==> config.mk <==
export PLATFORM = sky130hd
export DESIGN_NAME = spi_flash_pins
export DESIGN_NICKNAME = d
export VERILOG_FILES = /design/src/pkg/spi_pins_pkg.sv /design/src/hw/sync_2ff.sv /design/src/hw/spi_flash_pins.sv
export SDC_FILE = /design/constraint.sdc
export NUM_CORES = 1
export LEC_CHECK = 0
export ABC_AREA = 0
export BUFFER_PORTS_ARGS = -buffer_cell sky130_fd_sc_hd__buf_2
export CAP_MARGIN = 20
export CORE_UTILIZATION = 55
export CTS_CLUSTER_DIAMETER = 80
export DETAILED_ROUTE_END_ITERATION = 6
export PLACE_DENSITY = 0.74
export SETUP_SLACK_MARGIN = 0.15
export SYNTH_ARGS = -nofsm -noshare
export SYNTH_HDL_FRONTEND = slang
export SYNTH_SLANG_ARGS = --single-unit
==> constraint.sdc <==
create_clock -name clk -period 1.9 [get_ports clk]
set_input_delay 0.285 -clock clk [delete_from_list [all_inputs] [get_ports clk]]
set_output_delay 0.285 -clock clk [all_outputs]
set_load 0.01 [all_outputs]
==> src/pkg/spi_pins_pkg.sv <==
// Purpose: Shared constants for the serial flash pin interface
// Assumes: Pin levels are sampled by the 25 MHz system clock
// Notes: Bit order on the wire is most significant bit first
package spi_pins_pkg;
    // Byte framing on the serial lines
    localparam int BYTE_BITS = 8;
    localparam int BIT_CNT_W = 3;
    localparam logic [BIT_CNT_W-1:0] BIT_CNT_ZERO = 3'h0;
    localparam logic [BIT_CNT_W-1:0] BIT_CNT_LAST = 3'h7;
    localparam logic [BIT_CNT_W-1:0] STEP_SINGLE = 3'h1;
    localparam logic [BIT_CNT_W-1:0] STEP_DUAL = 3'h2;
    localparam logic [BYTE_BITS-1:0] BYTE_ZERO = 8'h00;

    // Idle levels held by the synchronisers during reset
    localparam logic SCK_IDLE = 1'h0;
    localparam logic CS_N_IDLE = 1'h1;
    localparam logic SI_IDLE = 1'h0;
    localparam logic WP_N_IDLE = 1'h1;

    // Link state as seen from the device
    typedef enum logic [1:0] {
        LINK_STANDBY,
        LINK_SELECTED,
        LINK_FINISHING
    } link_state_t;
endpackage

==> src/hw/sync_2ff.sv <==
// Purpose: Two flip-flop synchroniser for one asynchronous pin
// Assumes: d comes from outside the clk domain
// Notes: Only the second stage leaves this module
`timescale 1ns/1ns
module sync_2ff #(
    parameter logic RESET_VAL = 1'h0
) (
    input wire logic clk,
    input wire logic rstn,
    input wire logic d,
    output logic q
);
    logic meta;

    // First stage feeds nothing but the second
    always_ff @(posedge clk or negedge rstn)
    begin
        if (!rstn)
        begin
            meta <= RESET_VAL;
            q <= RESET_VAL;
        end
        else
        begin
            meta <= d;
            q <= meta;
        end
    end
endmodule

==> src/hw/spi_flash_pins.sv <==
// Purpose: Pin-level serial link of a small serial flash, device side
// Assumes: sck runs well below clk/4 so every sck edge is seen after sync
// Notes: The command decoder and array sit behind the user-side ports
`timescale 1ns/1ns
// How it works
// RULE_01: Works with clock idling low or high; either mode needs no setting.
// RULE_02: A frame opens on chip select falling and closes on it rising.
// RULE_03: With chip select high the link drops to standby.
// RULE_04: A running program or erase holds the device active until finished.
// RULE_05: Output lines are released while deselected.
// RULE_06: Input line is ignored while deselected.
// RULE_07: Command, address and write bits are sampled on rising clock edges.
// RULE_08: Read bits are shifted out on falling clock edges.
// RULE_09: Dual reads drive two bits per falling edge, input line included.
// RULE_10: Write-protect low locks the sector protection state.
// RULE_11: Write-protect defaults high when undriven.
// RULE_12: A frame cut short is discarded and changes nothing.
module spi_flash_pins (
    input wire logic clk,
    input wire logic rstn,
    input wire logic sck,
    input wire logic cs_n,
    input wire logic dual_data_line_low_in,
    output logic dual_data_line_low_out,
    output logic dual_data_line_low_oe,
    output logic dual_data_line_high_out,
    output logic dual_data_line_high_oe,
    input wire logic wp_n,
    input wire logic busy,
    input wire logic cmd_complete,
    input wire logic tx_en,
    input wire logic tx_dual,
    input wire logic [7:0] tx_data,
    output logic tx_take,
    output logic [7:0] rx_data,
    output logic rx_valid,
    output logic rx_first,
    output logic frame_start,
    output logic frame_commit,
    output logic frame_discard,
    output logic selected,
    output logic standby,
    output logic mode3,
    output logic hw_locked
);
    logic sck_s;
    logic sck_d;
    logic cs_n_s;
    logic cs_n_d;
    logic si_s;
    logic wp_n_s;
    logic sck_rise;
    logic sck_fall;
    logic cs_fall;
    logic cs_rise;
    logic seen_rise;
    logic got_byte;
    logic [spi_pins_pkg::BIT_CNT_W-1:0] rx_cnt;
    logic [spi_pins_pkg::BYTE_BITS-1:0] rx_shift;
    logic [spi_pins_pkg::BIT_CNT_W-1:0] tx_cnt;
    logic [spi_pins_pkg::BYTE_BITS-1:0] tx_shift;
    logic tx_dual_run;
    logic [spi_pins_pkg::BIT_CNT_W-1:0] tx_step;
    spi_pins_pkg::link_state_t state;
    spi_pins_pkg::link_state_t next_state;

    // Every pin crosses two flops before logic reads it
    sync_2ff #(.RESET_VAL(spi_pins_pkg::SCK_IDLE)) u_sync_sck (
        .clk(clk), .rstn(rstn), .d(sck), .q(sck_s)
    );
    sync_2ff #(.RESET_VAL(spi_pins_pkg::CS_N_IDLE)) u_sync_cs (
        .clk(clk), .rstn(rstn), .d(cs_n), .q(cs_n_s)
    );
    sync_2ff #(.RESET_VAL(spi_pins_pkg::SI_IDLE)) u_sync_si (
        .clk(clk), .rstn(rstn), .d(dual_data_line_low_in), .q(si_s)
    );
    // Reset value high mirrors the internal pull-up  // see RULE_11
    sync_2ff #(.RESET_VAL(spi_pins_pkg::WP_N_IDLE)) u_sync_wp (
        .clk(clk), .rstn(rstn), .d(wp_n), .q(wp_n_s)
    );

    // Edge history of the synchronised clock and select
    always_ff @(posedge clk or negedge rstn)
    begin
        if (!rstn)
        begin
            sck_d <= spi_pins_pkg::SCK_IDLE;
            cs_n_d <= spi_pins_pkg::CS_N_IDLE;
        end
        else
        begin
            sck_d <= sck_s;
            cs_n_d <= cs_n_s;
        end
    end

    // Clock edges count only inside a frame  // see RULE_06
    assign sck_rise = sck_s && !sck_d && !cs_n_s;
    assign sck_fall = !sck_s && sck_d && !cs_n_s;
    assign cs_fall = !cs_n_s && cs_n_d;  // see RULE_02
    assign cs_rise = cs_n_s && !cs_n_d;  // see RULE_02

    // Link state; deselect waits for a self-timed operation to finish
    always_comb
    begin
        next_state = state;
        case (state)
            spi_pins_pkg::LINK_STANDBY:
                if (cs_fall)
                    next_state = spi_pins_pkg::LINK_SELECTED;
            spi_pins_pkg::LINK_SELECTED:
                if (cs_rise)
                    next_state = busy ? spi_pins_pkg::LINK_FINISHING  // see RULE_04
                                      : spi_pins_pkg::LINK_STANDBY;   // see RULE_03
            spi_pins_pkg::LINK_FINISHING:
                if (cs_fall)
                    next_state = spi_pins_pkg::LINK_SELECTED;
                else if (!busy)
                    next_state = spi_pins_pkg::LINK_STANDBY;  // see RULE_04
            default:
                next_state = spi_pins_pkg::LINK_STANDBY;
        endcase
    end

    always_ff @(posedge clk or negedge rstn)
    begin
        if (!rstn)
            state <= spi_pins_pkg::LINK_STANDBY;
        else
            state <= next_state;
    end

    assign selected = (state == spi_pins_pkg::LINK_SELECTED);
    assign standby = (state == spi_pins_pkg::LINK_STANDBY);  // see RULE_03

    // Clock level at select tells the mode; nothing else depends on it
    always_ff @(posedge clk or negedge rstn)
    begin
        if (!rstn)
            mode3 <= 1'h0;
        else if (cs_fall)
            mode3 <= sck_s;  // see RULE_01
    end

    // In mode 3 the first falling edge precedes any data; it is skipped
    always_ff @(posedge clk or negedge rstn)
    begin
        if (!rstn)
            seen_rise <= 1'h0;
        else if (cs_fall)
            seen_rise <= 1'h0;  // see RULE_01
        else if (sck_rise)
            seen_rise <= 1'h1;
    end

    // Input shifter samples on rising edges while not sending
    always_ff @(posedge clk or negedge rstn)
    begin
        if (!rstn)
        begin
            rx_cnt <= spi_pins_pkg::BIT_CNT_ZERO;
            rx_shift <= spi_pins_pkg::BYTE_ZERO;
            rx_data <= spi_pins_pkg::BYTE_ZERO;
            rx_valid <= 1'h0;
            rx_first <= 1'h0;
            got_byte <= 1'h0;
        end
        else
        begin
            rx_valid <= 1'h0;
            if (cs_fall)
            begin
                // A fresh frame drops any partial bits left behind  // see RULE_12
                rx_cnt <= spi_pins_pkg::BIT_CNT_ZERO;
                got_byte <= 1'h0;
            end
            else if (sck_rise && !tx_en)
            begin
                rx_shift <= {rx_shift[spi_pins_pkg::BYTE_BITS-2:0], si_s};  // see RULE_07
                rx_cnt <= rx_cnt + spi_pins_pkg::STEP_SINGLE;
                if (rx_cnt == spi_pins_pkg::BIT_CNT_LAST)
                begin
                    rx_data <= {rx_shift[spi_pins_pkg::BYTE_BITS-2:0], si_s};
                    rx_valid <= 1'h1;
                    rx_first <= !got_byte;
                    got_byte <= 1'h1;
                end
            end
        end
    end

    // Frame boundary pulses; an incomplete frame is never committed
    always_ff @(posedge clk or negedge rstn)
    begin
        if (!rstn)
        begin
            frame_start <= 1'h0;
            frame_commit <= 1'h0;
            frame_discard <= 1'h0;
        end
        else
        begin
            frame_start <= cs_fall;  // see RULE_02
            frame_commit <= cs_rise && selected && cmd_complete
                && got_byte && (rx_cnt == spi_pins_pkg::BIT_CNT_ZERO);
            frame_discard <= cs_rise && selected && !(cmd_complete
                && got_byte && (rx_cnt == spi_pins_pkg::BIT_CNT_ZERO));  // see RULE_12
        end
    end

    // Dual mode moves two bits per edge; the counter still wraps at a byte
    assign tx_step = tx_dual_run ? spi_pins_pkg::STEP_DUAL : spi_pins_pkg::STEP_SINGLE;

    // Output shifter changes only on falling edges
    always_ff @(posedge clk or negedge rstn)
    begin
        if (!rstn)
        begin
            tx_cnt <= spi_pins_pkg::BIT_CNT_ZERO;
            tx_shift <= spi_pins_pkg::BYTE_ZERO;
            tx_dual_run <= 1'h0;
            tx_take <= 1'h0;
            dual_data_line_high_out <= 1'h0;
            dual_data_line_low_out <= 1'h0;
        end
        else
        begin
            tx_take <= 1'h0;
            if (cs_fall || !tx_en)
            begin
                tx_cnt <= spi_pins_pkg::BIT_CNT_ZERO;
                tx_dual_run <= 1'h0;
            end
            else if (sck_fall && seen_rise)
            begin
                if (tx_cnt == spi_pins_pkg::BIT_CNT_ZERO)
                begin
                    // Byte boundary: take a new byte and fix its width
                    tx_take <= 1'h1;
                    tx_dual_run <= tx_dual;
                    dual_data_line_high_out <= tx_data[spi_pins_pkg::BYTE_BITS-1];  // see RULE_08
                    dual_data_line_low_out <= tx_data[spi_pins_pkg::BYTE_BITS-2];  // see RULE_09
                    tx_shift <= tx_dual
                        ? {tx_data[spi_pins_pkg::BYTE_BITS-3:0], 2'h0}
                        : {tx_data[spi_pins_pkg::BYTE_BITS-2:0], 1'h0};
                    tx_cnt <= tx_dual ? spi_pins_pkg::STEP_DUAL
                                      : spi_pins_pkg::STEP_SINGLE;
                end
                else
                begin
                    dual_data_line_high_out <= tx_shift[spi_pins_pkg::BYTE_BITS-1];  // see RULE_08
                    dual_data_line_low_out <= tx_shift[spi_pins_pkg::BYTE_BITS-2];  // see RULE_09
                    tx_shift <= tx_dual_run
                        ? {tx_shift[spi_pins_pkg::BYTE_BITS-3:0], 2'h0}
                        : {tx_shift[spi_pins_pkg::BYTE_BITS-2:0], 1'h0};
                    tx_cnt <= tx_cnt + tx_step;
                end
            end
        end
    end

    // Drivers are enabled only inside a frame and only once data flows
    always_ff @(posedge clk or negedge rstn)
    begin
        if (!rstn)
        begin
            dual_data_line_high_oe <= 1'h0;
            dual_data_line_low_oe <= 1'h0;
        end
        else if (!selected || cs_rise || !tx_en)
        begin
            dual_data_line_high_oe <= 1'h0;  // see RULE_05
            dual_data_line_low_oe <= 1'h0;   // see RULE_05
        end
        else if (sck_fall && seen_rise && tx_cnt == spi_pins_pkg::BIT_CNT_ZERO)
        begin
            dual_data_line_high_oe <= 1'h1;  // see RULE_08
            dual_data_line_low_oe <= tx_dual;  // see RULE_09
        end
    end

    // Protection changes are refused while write-protect is low
    always_ff @(posedge clk or negedge rstn)
    begin
        if (!rstn)
            hw_locked <= 1'h0;
        else
            hw_locked <= !wp_n_s;  // see RULE_10
    end
endmodule

==> summary.md <==
| Metric | Value |
|---|---|
| Status | `complete, no violations` |
| Synthesized instance count | `179` |
| CTS Buffer Depth | `2` |
| WL final | `4200 um` |
| R2r startpoint | `u_sync_sck.q$_DFF_PN0_` |
| Hold Fails Final Rpt | `0` |
| Syn avg cell area | `13.4 um2` |
| Worst path max stage delay | `620 ps` |
| Rel. slew slack | `0.653` |
| Diodes inserted | `0` |
| Routed vias/inst | `5.49` |
| Predominant post-synthesis flop cell | `dfrtp_1` |
| Die footprint | `4640 um2` |
| Initial DRC count | `50` |
| CTS tree | `done` |
| Yosys warnings | `0` |
| Worst Path Max Fanout | `12` |
| RSZ-0062 raised after global routing | `true` |
| PortBufs | `39` |
| CP cell instances | `nand3b_1, or4b_4, mux2_4` |
| F_max | `589 MHz` |
| EDFF count, synth | `0` |
| Min-Delay Endpoint | `u_sync_wp.meta$_DFF_PN1_` |
| Mapped cell area | `2400 um2` |
| Data arrival, critical path | `around 1900 ps` |
| Crit Path Category | `register to register` |
| Vias | `1516` |
| Die H | `68.1 um` |
| P_leak | `1.45 nW` |
| Final ANT Viol Nets | `0` |
| R2R cell count | `3` |
| Setup Fix Bufs, Post-CTS | `0` |
| Clk_skew | `11.1 ps` |
| Setup crit end kind | `register` |
| Layout area overhead | `15.8%` |
| Starting Density | `0.588` |
| Overall Global Routing Usage | `0.213` |
| CTS root buf | `clkbuf_8` |
| Synthesis-stage register bit count | `55` |
| Crit share post-route | `0.894` |
| First-pass GRT wire length | `about 6900 um` |
| Total negative setup slack | `0 ps` |
| CTS clk-pin slew, worst paths | `~90 ps` |
| Switching share of total power | `0.244` |
| Vias in the first global route | `1464` |
| Avg WL per Cell | `15.2 um` |
| Sequential power share | `0.579` |
| Initial antenna violation count | `0` |
| Hold Crit Class | `primary input to register` |
| Htree depth | `2` |
| Max IR drop VDD | `0.485 mV` |
| Pwr/cell area | `between 800 and 900 nW/um2` |
| Die span in x | `68.1 um` |
| Hold_sp | `wp_n` |
| Combinational power share | `0.116` |
| I/O pins | `40` |
| Worst setup startpoint | `u_sync_sck.q$_DFF_PN0_` |
| Share of cells above drive strength 1 | `0.354` |
| Post-synth net total | `about 200` |
| Clock latency on the worst-skew pair | `about 320 ps` |
| Cell variety after synth | `39` |
| RePlAce Congestion | `0.729` |
| 1st-pass router iterations | `4` |
| Hold Path Depth | `1` |
| CP Data Required Time | `between 2000 and 2500 ps` |
| Worst R2R End | `tx_shift[6]$_DFFE_PN0P_` |
| Place WS | `around 220 ps` |
| Cts bufs inserted | `5` |
| CP Launch Type | `register` |
| Setup slack after layout | `202 ps` |
| Asr flop ratio synth | `1.00` |
| Core area | `4090 um2` |
| DRC violations left | `0` |
| Layout Nets | `248` |
| Rows | `23` |
| Critical path's slowest cell | `or4b_4` |
| Clock sinks | `55` |
| Cell-internal power | `1.73 mW` |
| Max Cap Violations | `0` |
| Final min period | `1700 ps` |
| Final global-route overflow total | `0` |
| R2R setup slack | `just over 200 ps` |
| Largest net degree at the start of global routing | `24` |
| DP HPWL | `around 3100 um` |
| # setup viols final | `0` |
| Power share of the clock group | `0.305` |
| Max Slew Vio Count | `0` |
| Sequential area share after synthesis | `0.576` |
| Slew of the pin with the lowest slew margin | `513 ps` |
| Switch Pwr | `0.560 mW` |
-- worst max-delay path by stage --
| stage | slack (ps) | endpoint | depth (start not counted) |
|---|---|---|---|
| 4_1_cts | 200 | tx_shift[6]$_DFFE_PN0P_ | 3 |
| 6_report | 200 | tx_shift[6]$_DFFE_PN0P_ | 3 |
| 3_5_place_dp | 220 | tx_shift[7]$_DFFE_PN0P_ | 3 |
| 5_1_grt | 140 | tx_shift[7]$_DFFE_PN0P_ | 3 |
| 3_3_place_gp | 240 | tx_shift[2]$_DFFE_PN0P_ | 3 |
| 2_1_floorplan | 220 | tx_cnt[1]$_DFFE_PN0P_ | 6 |
-- metrics by stage --
step | area (um2) | hold slack, ps | utilization | instances | power [mW]
finish | 2780 | 65.4 | 0.681 | 276 | 2.29
global route | 2780 | 45.5 | 0.681 | 276 | 2.39
CTS | 2780 | 58.6 | 0.681 | 276 | 2.32
detailed placement | 2670 | 241 | 0.653 | 267 | 1.62
global placement | 2670 | 241 | 0.653 | 267 | 1.60
floorplan | 2400 | -10.6 | - | 179 | 1.50
-- flip-flops by register name (all words and copies together), names as in the netlist, 2 cells and up --
register,flops
rx_cnt,3
rx_data,8
rx_shift,7
state,2
tx_cnt,3
tx_shift,7
-- area by class of cell --
cell class / count / area [um2]
sequential: 55 / 1380
fill: 306 / 1310
multi-input combinational: 107 / 945
timing repair buffer: 46 / 250
clock buffer: 7 / 96.3
tap: 50 / 62.6
inverter: 10 / 37.5
clock inverter: 1 / 7.51
-- Yosys cell counts, drive strengths merged (2+ instances only) --
cell | number | area, um2
mux2 | 27 | 327
buf | 4 | 26.3
o22ai | 3 | 18.8
nor2 | 6 | 22.5
nand3 | 3 | 15.0
nor3b | 4 | 35.0
nand2 | 7 | 26.3
a22o | 2 | 17.5
clkbuf | 3 | 11.3
inv | 10 | 37.5
nor3 | 2 | 21.3
dfstp | 5 | 131
mux2i | 19 | 190
o21ai | 4 | 20.0
a21oi | 6 | 30.0
ha | 4 | 50.1
dfrtp | 50 | 1250
nand2b | 4 | 25.0
-- cell families after synthesis --
family                     after synthesis  share of synthesized area
buffers and inverters                   17                     0.0312
and+or+nand+nor                         37                     0.0995
DFF                                     55                      0.576
AOI/OAI and AO/OA                       19                     0.0495
muxes                                   46                      0.215
adders and majority gates                5                     0.0292
-- what timing repair did --
item,4_1_cts,5_1_grt
setup endpoints to repair,0,2
hold buffers,1,0
gates resized for setup,0,0
hold endpoints to repair,15,0
-- worst max-delay path: cells and delay by family (launching register included) --
family,cells,cell delay (ps)
simple gates,2,820
mux,1,340
flops,1,430
-- cells in the final DEF, fill, tap and decap left out, drive strengths merged --
master        n
nand4b        1
o21ai         4
o21a          1
or4           1
or4b          1
nor3b         4
o21bai        1
o22ai         3
nor2b         1
nand2         7
or3           1
nand3         3
a21boi        1
nor4          1
nand2b        4
mux2i        19
ha            4
nor3          2
nor4bb        1
and2          1
fa            1
dfstp         5
and4b         1
dlygate4sd3   1
a21oi         6
mux2         27
a22o          2
clkinvlp      1
dfrtp        50
clkbuf        7
a32o          1
nand4bb       1
inv          10
nand3b        1
buf          45
nor2          6
-- power by group through the flow --
stage | combinational, mW | sequential [mW] | clock (mW)
after detailed placement | 0.266 | 1.35 | 0
final | 0.266 | 1.33 | 0.700
after floorplan | 0.166 | 1.33 | 0
after global placement | 0.256 | 1.34 | 0
after CTS | 0.270 | 1.33 | 0.722
after global routing | 0.294 | 1.34 | 0.758
-- per-layer routing --
layer | global-route usage | wire (um)
met5 | 0 | 0
met3 | 0.0667 | 187
met1 | 0.283 | 1970
met2 | 0.314 | 1940
met4 | 0.104 | 104
Power figures use the tool's default switching activity.
